<file path="src/include/pmc_defines.svh">
`ifndef PMC_DEFINES_SVH
`define PMC_DEFINES_SVH
// Power control register bit positions
`define PCR_IDLE_BIT 0
`define PCR_STOP_BIT 1
// Power management configuration register bit positions
`define PMC_SLEEP_BIT 7
`define PMC_SUSPEND_BIT 6
`define PMC_CLEAR_BIT 5
`define PMC_PINRST_BIT 4
`define PMC_FLAGS_MSB 3
// Reset vector
`define RESET_VECTOR 16'h0000
// Flag hold-off after suspend wake, in system clocks
`define WAKE_HOLDOFF_CYCLES 2'h2
`endif

</file>
<file path="src/include/pmc_pkg.sv">
package pmc_pkg;
   typedef enum logic [2:0] {
      MODE_NORMAL,
      MODE_IDLE,
      MODE_STOP,
      MODE_SUSPEND,
      MODE_SLEEP
   } power_mode_t;

   // Four configurable wake sources, bit order 3..0
   typedef struct packed {
      logic rtc_fail_wake;
      logic rtc_alarm_wake;
      logic port_match_wake;
      logic comparator_wake;
   } wake_src_t;

   // Clock and power gating outputs
   typedef struct packed {
      logic cpu_halt;
      logic sysclk_gate;
      logic precision_osc_off;
      logic internal_osc_off;
      logic core_power_off;
   } gate_ctl_t;
endpackage : pmc_pkg

</file>
<file path="src/power_mode_controller.sv">
// Overview of operation
// - Five states; normal default, others by write.
// - Idle bit 0 halts processor after write.
// - Enabled interrupt ends idle, clears idle bit.
// - Reset ending idle restarts at 0x0000.
// - Enabled watchdog reset eventually ends idle.
// - Stop bit 1 halts processor, precision oscillator.
// - Only a reset ends stop.
// - Missing-clock reset ends stop when enabled.
// - Suspend bit 6 gates clock, stops oscillators.
// - Four configurable wake events end suspend.
// - Flags read zero three clocks after wake.
// - Reset-pin glitch ends suspend, sets flag.
// - Suspend exit resumes next instruction, no reset.
// - Sleep gates core power; comparator two-cell only.
// - Config bits: sleep, suspend, clear, flags.
// - Entry refused while enabled flag set.
// - Flags update always, enabled or not.
`include "pmc_defines.svh"

module power_mode_controller
   import pmc_pkg::*;
(
   // Clock and reset
   input wire logic clk_sys,
   input wire logic sys_rst,
   // Core register writes
   input wire logic pcr_we,
   input wire logic [7:0] pcr_wdata,
   input wire logic cfg_we,
   input wire logic [7:0] cfg_wdata,
   // Reset sources seen by the controller
   input wire logic watchdog_timer_rst,
   input wire logic missing_clock_detector_rst,
   input wire logic ext_rst,
   input wire logic rst_n_pin,
   // Wake events
   input wire logic irq_pending,
   input wire wake_src_t wake_event,
   input wire logic comparator_level,
   input wire logic two_cell_mode,
   // Status and control outputs
   output logic [7:0] power_control_reg,
   output logic [7:0] power_mgmt_config_reg,
   output power_mode_t mode,
   output gate_ctl_t gate_ctl,
   output logic reset_req,
   output logic [15:0] restart_addr,
   output logic resume_next
);

   // Mode state, wake flags and edge history
   power_mode_t next_mode;
   wake_src_t flags;
   wake_src_t enables;
   wake_src_t next_flags;
   logic pin_reset_wake_flag;
   logic rst_pin_q;
   logic comp_q;
   logic [1:0] holdoff;

   // Edge detectors on pin and comparator
   // Histories reset to the pins' idle levels
   wire pin_fall = rst_pin_q & ~rst_n_pin;
   wire comp_rise = ~comp_q & comparator_level;
   wire any_reset = watchdog_timer_rst | missing_clock_detector_rst | ext_rst;

   // Comparator edge counts in sleep only with a two-cell supply
   wire comp_ok = two_cell_mode | (mode != MODE_SLEEP);

   // Named event inputs, one per configurable source
   // Comparator bit of the event word is unused; its edge comes from the level pin
   wire ev_clock_fail = wake_event.rtc_fail_wake;
   wire ev_alarm = wake_event.rtc_alarm_wake;
   wire ev_port = wake_event.port_match_wake;
   wire ev_comp = comp_rise & comp_ok;

   // Raw event vector in flag bit order
   wire [3:0] raw_ev = {ev_clock_fail, ev_alarm, ev_port, ev_comp};

   // Write decode
   // Mode requests act only in normal, the mode logic ignores them elsewhere; clear and enable writes act in every mode
   wire req_idle = pcr_we & pcr_wdata[`PCR_IDLE_BIT];
   wire req_stop = pcr_we & pcr_wdata[`PCR_STOP_BIT];
   wire req_sleep = cfg_we & cfg_wdata[`PMC_SLEEP_BIT];
   wire req_susp = cfg_we & cfg_wdata[`PMC_SUSPEND_BIT];
   wire req_clear = cfg_we & cfg_wdata[`PMC_CLEAR_BIT];
   wire [3:0] new_en = cfg_wdata[`PMC_FLAGS_MSB:0];

   // Entry is refused while an enabled flag is still set
   // Pin flag blocks too unless the same write clears it
   wire blocked = |(flags & new_en) | (pin_reset_wake_flag & ~req_clear);

   // Wake out of suspend or sleep on enabled event or pin edge
   wire deep = (mode == MODE_SUSPEND) | (mode == MODE_SLEEP);
   wire deep_wake = deep & ((|(raw_ev & enables)) | pin_fall);

   // Flags: events set, clear bit clears, set wins
   genvar gi;
   generate
      for (gi = 0; gi < 4; gi = gi + 1) begin : g_flag
         assign next_flags[gi] = raw_ev[gi] | (flags[gi] & ~req_clear);
      end
   endgenerate

   // Exit conditions; stop has none but reset, handled below
   wire idle_exit = irq_pending;
   wire deep_exit = deep_wake;

   // Mode selection with fixed priority
   // A refused deep entry falls through to stop or idle of the same cycle
   always_comb begin
      next_mode = mode;
      case (mode)
         MODE_NORMAL: begin
            if (req_sleep && !blocked) begin
               next_mode = MODE_SLEEP;
            end else if (req_susp && !blocked) begin
               next_mode = MODE_SUSPEND;
            end else if (req_stop) begin
               next_mode = MODE_STOP;
            end else if (req_idle) begin
               next_mode = MODE_IDLE;
            end
         end
         MODE_IDLE: begin
            if (idle_exit) begin
               next_mode = MODE_NORMAL;
            end
         end
         MODE_STOP: begin
            next_mode = MODE_STOP;
         end
         MODE_SUSPEND, MODE_SLEEP: begin
            if (deep_exit) begin
               next_mode = MODE_NORMAL;
            end
         end
         default: begin
            next_mode = MODE_NORMAL;
         end
      endcase
      // Any reset ends idle or stop and forces normal
      if (any_reset) begin
         next_mode = MODE_NORMAL;
      end
   end

   // Mode register; normal after reset
   // Async reset so the controller always comes up in normal
   always_ff @(posedge clk_sys or posedge sys_rst) begin
      if (sys_rst) begin
         mode <= MODE_NORMAL;
      end else begin
         mode <= next_mode;
      end
   end

   // Reset pin history; idles high so reset release shows no false fall
   always_ff @(posedge clk_sys or posedge sys_rst) begin
      if (sys_rst) begin
         rst_pin_q <= 1'b1;
      end else begin
         rst_pin_q <= rst_n_pin;
      end
   end

   // Comparator history; idles low like the comparator output
   // A rise needs one low level first, sampled or loaded by reset
   always_ff @(posedge clk_sys or posedge sys_rst) begin
      if (sys_rst) begin
         comp_q <= 1'b0;
      end else begin
         comp_q <= comparator_level;
      end
   end

   // Wake flags; an event in the clearing cycle is kept
   // Held even for sources that are not enabled
   always_ff @(posedge clk_sys or posedge sys_rst) begin
      if (sys_rst) begin
         flags <= '0;
      end else begin
         flags <= next_flags;
      end
   end

   // Pin wake flag; always armed, no enable bit exists for it
   // Set beats clear so a glitch during the clear write is not lost
   wire next_pin_flag = pin_fall | (pin_reset_wake_flag & ~req_clear);
   always_ff @(posedge clk_sys or posedge sys_rst) begin
      if (sys_rst) begin
         pin_reset_wake_flag <= 1'b0;
      end else begin
         pin_reset_wake_flag <= next_pin_flag;
      end
   end

   // Enables follow every configuration write
   // A refused write still loads them; software rewrites on entry
   always_ff @(posedge clk_sys or posedge sys_rst) begin
      if (sys_rst) begin
         enables <= '0;
      end else if (cfg_we) begin
         enables <= new_en;
      end
   end

   // Hold-off count; restarts on every deep wake
   logic [1:0] next_holdoff;
   assign next_holdoff = deep_wake ? `WAKE_HOLDOFF_CYCLES :
                         (holdoff != 2'h0) ? holdoff - 2'h1 : 2'h0;
   always_ff @(posedge clk_sys or posedge sys_rst) begin
      if (sys_rst) begin
         holdoff <= 2'h0;
      end else begin
         holdoff <= next_holdoff;
      end
   end

   // Flags read zero for the wake cycle and the hold-off
   wire in_hold = (holdoff != 2'h0) | deep_wake;
   wire [4:0] flag_view = in_hold ? 5'h00 : {pin_reset_wake_flag, next_flags};
   // Mode bits of the config register always read zero
   wire [7:0] next_cfg = {3'h0, flag_view};
   // Control bits follow the mode being entered, so idle exit clears bit 0
   wire [7:0] next_pcr = {6'h00, next_mode == MODE_STOP, next_mode == MODE_IDLE};

   // Power control register view
   // Stop and idle bits read back as active
   always_ff @(posedge clk_sys or posedge sys_rst) begin
      if (sys_rst) begin
         power_control_reg <= 8'h00;
      end else begin
         power_control_reg <= next_pcr;
      end
   end

   // Configuration register view
   // Write-only select bits are never stored
   always_ff @(posedge clk_sys or posedge sys_rst) begin
      if (sys_rst) begin
         power_mgmt_config_reg <= 8'h00;
      end else begin
         power_mgmt_config_reg <= next_cfg;
      end
   end

   // Gating decode from the next mode
   // Registered as one word so no gate leads another by a cycle
   wire deep_next = (next_mode == MODE_SUSPEND) | (next_mode == MODE_SLEEP);
   wire halt_cpu = next_mode != MODE_NORMAL;
   wire clk_gated = deep_next;
   wire prec_osc_off = (next_mode == MODE_STOP) | deep_next;
   wire int_osc_off = deep_next;
   wire core_off = next_mode == MODE_SLEEP;
   gate_ctl_t next_gate;
   assign next_gate = {halt_cpu, clk_gated, prec_osc_off, int_osc_off, core_off};

   // Clock and power gating outputs
   // Halt, clock gate, oscillators and core supply
   always_ff @(posedge clk_sys or posedge sys_rst) begin
      if (sys_rst) begin
         gate_ctl <= '0;
      end else begin
         gate_ctl <= next_gate;
      end
   end

   // Reset request lags its source by one clock
   wire next_reset_req = any_reset;
   always_ff @(posedge clk_sys or posedge sys_rst) begin
      if (sys_rst) begin
         reset_req <= 1'b0;
      end else begin
         reset_req <= next_reset_req;
      end
   end

   // Restart vector; constant, but registered like every output
   // Program fetch starts here after any reset
   always_ff @(posedge clk_sys or posedge sys_rst) begin
      if (sys_rst) begin
         restart_addr <= `RESET_VECTOR;
      end else begin
         restart_addr <= `RESET_VECTOR;
      end
   end

   // Resume pulse; a reset in the same cycle wins over resume
   wire next_resume = deep_wake & ~any_reset;
   always_ff @(posedge clk_sys or posedge sys_rst) begin
      if (sys_rst) begin
         resume_next <= 1'b0;
      end else begin
         resume_next <= next_resume;
      end
   end

endmodule : power_mode_controller

</file>
<file path="config.mk">
export PLATFORM = sky130hd
export DESIGN_NAME = power_mode_controller
export DESIGN_NICKNAME = d
export VERILOG_FILES = /design/src/include/pmc_pkg.sv /design/src/power_mode_controller.sv
export VERILOG_INCLUDE_DIRS = /design/src /design/src/include
export SDC_FILE = /design/constraint.sdc
export NUM_CORES = 1
export LEC_CHECK = 0
export BUFFER_PORTS_ARGS = -buffer_cell sky130_fd_sc_hd__buf_2
export CAP_MARGIN = 20
export CORE_UTILIZATION = 46
export CTS_BUF_LIST = sky130_fd_sc_hd__clkbuf_2
export DETAILED_ROUTE_END_ITERATION = 8
export PLACE_DENSITY = 0.89
export SYNTH_ARGS = -nofsm -noshare
export SYNTH_HDL_FRONTEND = slang
export SYNTH_SLANG_ARGS = --single-unit
</file>
<file path="constraint.sdc">
create_clock -name clk_sys -period 2.2 [get_ports clk_sys]
set_input_delay 0.44 -clock clk_sys [delete_from_list [all_inputs] [get_ports clk_sys]]
set_output_delay 0.44 -clock clk_sys [all_outputs]
set_load 0.05 [all_outputs]
</file>
==> results of run 1 <==
==> metrics by stage <==
step / setup WS, ps / cells / power, µW
after floorplan: 310 / 152 / 820
after global placement: 284 / 197 / 834
after detailed placement: 242 / 197 / 838
after CTS: 368 / 205 / 1230
after global routing: 224 / 205 / 1280
final: 353 / 205 / 1220
==> area by class of cell <==
| type | count | share of cell area |
|---|---|---|
| Sequential cell | 29 | 0.451 |
| Multi-Input combinational cell | 90 | 0.338 |
| Timing Repair Buffer | 40 | 0.126 |
| Clock inverter | 3 | 0.0287 |
| Tap cell | 31 | 0.0241 |
| Inverter | 7 | 0.0163 |
| Clock buffer | 5 | 0.0155 |
==> critical path: cells and delay by family, from the launching register on <==
family           cells  cell delay (ps)
AND/OR/NAND/NOR      4             1050
AO/OA/AOI/OAI        1              190
flip-flops           1              510
==> path summary, 6_finish.rpt <==
path	end	slack (ps)	cells after the start
min	power_mgmt_config_reg[4]	50	2
max in group asynchronous	resume_next	1570	3
min reg2reg	holdoff[0]	480	1
min in group clk_sys	rst_pin_q	170	1
max reg2reg	power_control_reg[1]	350	5
max	power_control_reg[1]	350	5
==> power groups by stage <==
| stage | Sequential [µW] | Combinational, µW | Clock [µW] |
|---|---|---|---|
| 4_1_cts | 579 | 250 | 401 |
| 6_report | 578 | 250 | 389 |
| 3_5_place_dp | 588 | 250 | 0 |
| 5_1_grt | 582 | 266 | 431 |
| 3_3_place_gp | 587 | 247 | 0 |
| 2_1_floorplan | 632 | 188 | 0 |
==> routing by layer <==
layer | wire (µm) | part of all wire | global-route usage
met4 | 85 | 0.035 | 0.111
met5 | 0 | 0 | 0
met3 | 141 | 0.059 | 0.0590
met2 | 1140 | 0.48 | 0.254
met1 | 1030 | 0.43 | 0.194
==> cell usage in the layout, fill, tap and decap left out, drive strengths merged, types with 2 or more instances in the layout <==
cell type / instances
conb: 25
dfrtp: 28
o21ai: 5
or3: 3
a21oi: 5
inv: 7
a22oi: 2
nand2: 9
nor2b: 6
buf: 40
nand4: 2
clkbuf: 5
nor4b: 2
a21o: 5
nand2b: 3
nor2: 5
nand3: 2
nor3b: 2
mux2: 4
nor3: 2
==> cells by family after synthesis <==
family / count (synthesis) / synth area share
simple gates: 38 / 0.171
buf+inv: 33 / 0.158
flops: 29 / 0.518
compound gates: 23 / 0.118
mux: 4 / 0.0321
other cells: 1 / 0.00267
==> results.py, run 1 <==
metrics = {
    "synthesis": {
        "synth_cells": 128,
        "yosysWarnings": 0,
        "synth_area_per_cell_um2": 11.0,
        "synth_area_mm2": 0.00140,
        "async_reset_ff_frac": 1.00,
        "yosysSeqAreaShare": 0.518,
        "ys_types": 34,
        "synthTopCellsByCount": "28 x dfrtp_1, 26 x buf_4, 9 x nand2_1",
        "synth-seq-cells": 29,
        "synth_top_area_cell": "dfrtp_1",
        "yosys-top-cells-area": "dfrtp_1 50%, buf_4 14%, mux2_2 3.2%",
        "synth_top_flop_cell": "dfrtp_1",
        "synth_top_area_share": 0.500,
        "synth_edf_count": 0,
        "synth_most_common_cell": "dfrtp_1",
    },
    "clocking": {
        "hold_buffers": 0,
        "root_buffer": "clkbuf_2",
        "cts.sinks": 29,
        "cts_setup_buffers": 0,
        "clk_pin_slew_worst_paths_ps": 160,
        "cts_tree": "built",
        "clock_latency_ps": 360,
        "post_cts_resized": 0,
        "cts_buffer_depth": 2,
        "numCtsBuffers": 5,
        "h-tree-depth": 2,
    },
    "die": {
        "start_util": 0.496,
        "coreArea_mm2": 0.00283,
        "dieArea_mm2": 0.00327,
        "die_width_um": 57.2,
        "io_pins": 73,
        "dieHeight_um": 57.2,
        "rows": 19,
    },
    "worst_setup_path": {
        "startpoint": "mode[1]",
        "crit_type": "register to register",
        "critPathLaunchType": "register",
        "crit_path_max_incr_delay_ps": 510,
        "worstSetupEndpointType": "register",
        "critPathMaxFanout": 8,
        "required_ps": 2440,
        "critPathArrivalTime_ps": 2090,
        "r2r-start": "mode[1]",
        "path_cells": "nor4b_4, nor3b_2, nor4_1, o31ai_2, nor2b_1",
        "cp_slowest_cell": "dfrtp_1",
    },
    "routing": {
        "drtIter0Drc": 31,
        "vias": 962,
        "via_per_inst": 4.69,
        "routed_wirelength_um": 2400,
        "wire_per_inst_um": 11.7,
        "drc_errors": 4,
        "dr.pass1.iters": 7,
        "ant_nets": 0,
    },
    "layout": {
        "final_util": 0.569,
        "drive_gt1_frac": 0.368,
        "n_fill_cell": 267,
        "fin_area_mm2": 0.00161,
        "seqCellArea_um2": 727,
        "syn_to_final_growth_pct": 14.8,
        "insertedDiodeCount": 0,
        "largest_reg_flops": 5,
        "multi_input_area_um2": 544,
        "nets": 204,
    },
    "grt": {
        "grt_pass1_wl_um": 3910,
        "grt_start_max_net_pins": 18,
        "grtUsageTotal": 0.165,
        "antenna_found_initial": 0,
        "grt_pass1_vias": 873,
        "gr-total-overflow": 0,
    },
    "run_status": {
        "outcome": "complete, but fails checks",
        "violations": "DRC",
    },
    "sta": {
        "rsz0062_at_grt": "false",
        "max_freq_ghz": 0.541,
        "tightestPinTransition_ps": 568,
        "fin_crit_ps": 1850,
        "hold_ws_ps": 49.0,
        "setup_viol": 0,
        "hold_viol_final": 0,
        "slew_headroom": 0.618,
        "clock_skew_ps": 17.0,
        "tns_ps": 0,
        "slew_viol_final": 0,
        "finalCritPeriodShare": 0.840,
    },
    "placement": {
        "port-buffer-count": 39,
        "place_area_mm2": 0.00154,
        "globalplace.congestion": 0.834,
        "hpwl_um": 1910,
    },
    "power_and_ir_drop": {
        "power_leakage_uw": 0.000887,
        "switching_share": 0.333,
        "powerDensity_mw_per_mm2": 756,
        "vdd_drop_max_v": 0.000328,
        "clock_power_share": 0.320,
        "power.internal_uw": 812,
        "pwr-share-seq": 0.475,
        "combPwrFrac": 0.205,
        "p_sw_uw": 405,
    },
    "min_path": {
        "hold_class": "primary input to asynchronous set/reset pin",
    },
    "run": {
        "cap_violations": 0,
    },
}
No activity file was read; power rests on OpenSTA's default activity.
==> run 2, diff against run 1 <==
- ABC_AREA: default -> 1
- CORE_UTILIZATION: 46 -> 43
- PLACE_DENSITY: 0.89 -> 0.87
- clock period: 2.2 -> 1.6 ns (I/O delays scaled with it)
==> results.py, run 2 <==
metrics = {
    "run_status": {
        "outcome": "completed",
    },
    "worst_setup_path": {
        "r2r_cells": 7,
        "critPathMaxFanout": 5,
        "r2r_setup_slack_ps": 250,
        "crit_family": "flip-flops",
        "cp_slowest_cell": "dfrtp_1",
        "r2r-start": "mode[0]",
        "path_buf_inv": 1,
        "critPathArrivalTime_ps": 1090,
        "critPathLaunchType": "register",
        "worstSetupEndpointType": "output port",
        "crit_end": "mode[2]",
        "startpoint": "mode[2]",
        "crit_type": "register to output port",
        "r2r-end": "power_mgmt_config_reg[4]",
        "crit_path_max_incr_delay_ps": 460,
        "path_depth": 1,
        "path_cells": "buf_2",
        "required_ps": 1280,
    },
    "power_and_ir_drop": {
        "p_total_uw": 1520,
        "vdd_drop_max_v": 0.000342,
        "power.internal_uw": 982,
        "powerDensity_mw_per_mm2": 908,
        "pwr-share-seq": 0.521,
        "p_sw_uw": 537,
        "switching_share": 0.354,
        "power_leakage_uw": 0.00101,
        "clock_power_share": 0.233,
        "combPwrFrac": 0.245,
    },
    "synthesis": {
        "async_reset_ff_frac": 1.00,
        "yosys-top-cells-area": "dfrtp_1 47%, buf_4 13%, nand2_1 9.1%",
        "synth_cells": 165,
        "yosysSeqAreaShare": 0.488,
        "yosysWarnings": 0,
        "synth_area_per_cell_um2": 9.02,
        "synth_top_area_share": 0.471,
        "synthTopCellsByCount": "36 x nand2_1, 28 x dfrtp_1, 26 x buf_4",
        "synth_most_common_cell": "nand2_1",
        "synth-seq-cells": 29,
        "synth_area_mm2": 0.00149,
        "ys_types": 20,
        "synth_top_flop_cell": "dfrtp_1",
        "synth_edf_count": 0,
        "synth_top_area_cell": "dfrtp_1",
    },
    "sta": {
        "hold_viol_final": 0,
        "max_freq_ghz": 0.709,
        "slew_viol_final": 0,
        "fin_crit_ps": 1410,
        "tns_ps": 0,
        "clock_skew_ps": 12.5,
        "postLayoutSetupSlackWorst_ps": 189,
        "setup_viol": 0,
        "rsz0062_at_grt": "false",
        "finalCritPeriodShare": 0.882,
    },
    "placement": {
        "globalplace.congestion": 0.797,
        "dp_slack_ps": 230,
        "hpwl_um": 1850,
        "place_area_mm2": 0.00163,
        "port-buffer-count": 39,
    },
    "routing": {
        "ant_nets": 0,
        "wire_per_inst_um": 9.07,
        "via_per_inst": 4.09,
        "routed_wirelength_um": 2320,
        "drc_errors": 0,
        "vias": 1046,
        "dr.pass1.iters": 4,
        "drtIter0Drc": 8,
    },
    "clocking": {
        "numCtsBuffers": 5,
        "cts.sinks": 29,
        "cts_setup_buffers": 0,
        "cts_tree": "built",
        "clk_pin_slew_worst_paths_ps": 140,
        "post_cts_resized": 0,
        "cts_buffer_depth": 2,
        "clock_latency_ps": 340,
        "root_buffer": "clkbuf_2",
        "h-tree-depth": 2,
        "hold_buffers": 0,
    },
    "min_path": {
        "hold_class": "primary input to asynchronous set/reset pin",
    },
    "die": {
        "start_util": 0.446,
        "dieHeight_um": 60.8,
        "rows": 21,
        "dieArea_mm2": 0.00370,
        "io_pins": 73,
        "coreArea_mm2": 0.00334,
        "die_width_um": 60.8,
    },
    "run": {
        "cap_violations": 0,
    },
    "layout": {
        "syn_to_final_growth_pct": 12.4,
        "insertedDiodeCount": 0,
        "fin_area_mm2": 0.00167,
        "largest_reg_flops": 5,
        "drive_gt1_frac": 0.367,
        "final_util": 0.501,
        "nets": 240,
        "layout_common_cells": "39 x buf_2, 36 x nand2_1, 28 x dfrtp_1",
        "final_common_cell": "buf_2",
    },
    "grt": {
        "met2_usage": 0.224,
        "grt_pass1_vias": 888,
        "busiest_layer": "met2",
        "antenna_found_initial": 0,
        "use_met3": 0.0490,
        "gr-total-overflow": 0,
        "grtUsageTotal": 0.140,
        "grt_pass1_wl_um": 3610,
        "grt_start_max_net_pins": 30,
        "grt_use_met1": 0.164,
    },
}
-- run 2: how the worst min path moves through the flow --
stage,end,slack [ps],depth (start not counted)
2_1_floorplan,rst_pin_q,320,0
3_5_place_dp,power_control_reg[1],400,3
4_1_cts,flags[2],8,3
5_1_grt,enables[1],20,3
3_3_place_gp,gate_ctl[0],390,3
6_report,power_control_reg[1],10,3
-- run 2: logic make-up (layout without fill, tap and decap cells) --
logic type / count (synthesis) / after routing / synth area share
multiplexers: 4 / 4 / 0.0302
AO/OA/AOI/OAI: 9 / 9 / 0.0353
AND/OR/NAND/NOR: 72 / 72 / 0.247
other: 1 / 25 / 0.00252
flip-flops: 29 / 29 / 0.488
buffers and inverters: 50 / 71 / 0.197
-- run 2: through the flow --
stage	hold WS, ps	instances
6_report	10.6	256
3_3_place_gp	394	248
4_1_cts	7.85	256
2_1_floorplan	324	189
3_5_place_dp	399	248
5_1_grt	18.7	256
-- run 2: layout make-up --
class	count	area, µm²
Multi-Input combinational cell	110	559
Clock buffer	8	40.0
Inverter	23	86.3
Tap cell	46	57.6
Fill cell	335	1660
Timing Repair Buffer	40	203
Sequential cell	29	727
-- run 2: power by group through the flow --
stage	logic, µW	registers, µW	clock network [µW]
3_5_place_dp	374	807	0
4_1_cts	375	793	367
2_1_floorplan	288	868	0
3_3_place_gp	369	806	0
6_report	372	792	355
5_1_grt	404	797	409
-- run 2: layer usage --
metal,vias to the layer above,share of wire
li1,536,-
met1,468,0.43
met2,36,0.49
met3,6,0.056
met4,0,0.023
met5,-,0
-- run 2: worst reg2reg max path, stage by stage, from the launching register on --
cell,delay [ps]
dfrtp_1,450
nor2_2,130
nand3_2,100
nand3_2,90
nand2_2,70
o21ai_2,100
nand3_2,180
nor2_1,140
==> run 3, diff against run 2 <==
- BUFFER_PORTS_ARGS: -buffer_cell sky130_fd_sc_hd__buf_2 -> default
- CORE_MARGIN: default -> 1.5
- CORE_UTILIZATION: 43 -> 54
- DONT_BUFFER_PORTS: default -> 1
- PLACE_DENSITY: 0.87 -> 0.8
==> results.py, run 3 (synthesis results as in run 2) <==
metrics = {
    "sta": {
        "setup_viol": 0,
        "fin_crit_ps": 1380,
        "finalCritPeriodShare": 0.862,
        "postLayoutSetupSlackWorst_ps": 221,
        "slew_viol_final": 0,
        "rsz0062_at_grt": "false",
        "max_freq_ghz": 0.725,
        "tns_ps": 0,
        "clock_skew_ps": 11.3,
        "hold_viol_final": 0,
    },
    "layout": {
        "final_common_cell": "nand2_1",
        "drive_gt1_frac": 0.236,
        "syn_to_final_growth_pct": 1.93,
        "fin_area_mm2": 0.00152,
        "largest_reg_flops": 5,
        "final_util": 0.596,
        "layout_common_cells": "36 x nand2_1, 28 x dfrtp_1, 25 x conb_1",
        "nets": 208,
        "insertedDiodeCount": 0,
    },
    "power_and_ir_drop": {
        "power_leakage_uw": 0.000874,
        "switching_share": 0.353,
        "p_total_uw": 1480,
        "combPwrFrac": 0.183,
        "clock_power_share": 0.241,
        "vdd_drop_max_v": 0.000719,
        "p_sw_uw": 522,
        "power.internal_uw": 958,
        "pwr-share-seq": 0.577,
        "powerDensity_mw_per_mm2": 975,
    },
    "worst_setup_path": {
        "required_ps": 1280,
        "worstSetupEndpointType": "output port",
        "critPathMaxFanout": 5,
        "cp_slowest_cell": "dfrtp_1",
        "path_cells": "buf_4",
        "crit_family": "flip-flops",
        "critPathArrivalTime_ps": 1060,
        "path_buf_inv": 1,
        "crit_path_max_incr_delay_ps": 470,
        "crit_type": "register to output port",
        "critPathLaunchType": "register",
    },
    "placement": {
        "port-buffer-count": 0,
        "dp_slack_ps": 302,
        "globalplace.congestion": 0.817,
        "hpwl_um": 1820,
        "place_area_mm2": 0.00145,
    },
    "grt": {
        "grt_use_met1": 0.169,
        "grt_pass1_wl_um": 3840,
        "use_met3": 0.0843,
        "grt_pass1_vias": 920,
        "antenna_found_initial": 0,
        "grtUsageTotal": 0.168,
        "gr-total-overflow": 0,
        "met2_usage": 0.279,
        "grt_start_max_net_pins": 30,
        "busiest_layer": "met2",
    },
    "clocking": {
        "h-tree-depth": 2,
        "cts.sinks": 29,
        "cts_tree": "built",
        "cts_buffer_depth": 2,
        "root_buffer": "clkbuf_2",
        "clk_pin_slew_worst_paths_ps": 130,
        "numCtsBuffers": 5,
        "clock_latency_ps": 350,
        "cts_setup_buffers": 0,
    },
    "die": {
        "dieHeight_um": 55.5,
        "rows": 18,
        "die_width_um": 55.5,
        "start_util": 0.585,
        "coreArea_mm2": 0.00254,
        "io_pins": 73,
        "dieArea_mm2": 0.00308,
    },
    "run_status": {
        "outcome": "completed",
    },
    "routing": {
        "dr.pass1.iters": 4,
        "routed_wirelength_um": 2300,
        "wire_per_inst_um": 11.1,
        "drtIter0Drc": 30,
        "ant_nets": 0,
        "drc_errors": 0,
        "vias": 967,
        "via_per_inst": 4.65,
    },
    "min_path": {
        "hold_class": "primary input to register",
    },
    "run": {
        "cap_violations": 0,
    },
}
[run 3: cell types whose count changed in the layout (fill, tap and decap cells not counted)]
cell	change
buf_2	-39
buf_4	+4
dlygate4sd3_1	+3
[run 3: path summary, 6_finish.rpt]
kind | start | endpoint | slack (ps) | depth (start not counted)
hold reg to reg | holdoff[0] | holdoff[0] | 530 | 3
hold / removal | wake_event[1] | flags[1] | 70 | 2
setup / recovery | mode[2] | mode[2] | 220 | 1
max in group asynchronous | sys_rst | rst_pin_q | 830 | 3
min in group asynchronous | sys_rst | gate_ctl[4] | 460 | 3
setup reg to reg | mode[1] | power_control_reg[1] | 290 | 10
[run 3: layout make-up]
type,instances,area [µm²]
inverter,23,86.3
sequential,29,727
tap,30,37.5
timing repair buffer,8,67.6
clock buffer,8,40.0
fill,220,1030
multi-input combinational,110,559
[run 3: power by group through the flow]
stage | combinational, µW | sequential (µW) | clock [µW]
after floorplan | 288 | 868 | 0
after global placement | 259 | 866 | 0
after detailed placement | 265 | 868 | 0
after CTS | 271 | 854 | 377
after global routing | 293 | 858 | 414
final | 270 | 853 | 356
[run 3: stage by stage]
step | hold WS, ps | instances
CTS | 43.4 | 208
finish | 71.1 | 208
global placement | 291 | 197
detailed placement | 297 | 197
global route | 44.0 | 208
floorplan | 324 | 189
[run 3: per-layer routing]
metal	share of wire	routed length (µm)	vias to the layer above
met5	0	0	-
met4	0.019	43	0
met2	0.53	1230	41
met1	0.37	847	451
li1	-	-	470
met3	0.080	184	5
[run 3: worst reg2reg max path, delay by kind of cell (launching register included)]
family | cells | cell delay [ps]
DFF | 1 | 440
buffers and inverters | 1 | 80
and+or+nand+nor | 9 | 700
[run 3: timing repair]
action,CTS,global route
endpoints found under the hold margin,30,0
resized for setup,0,0
hold buffers,3,0
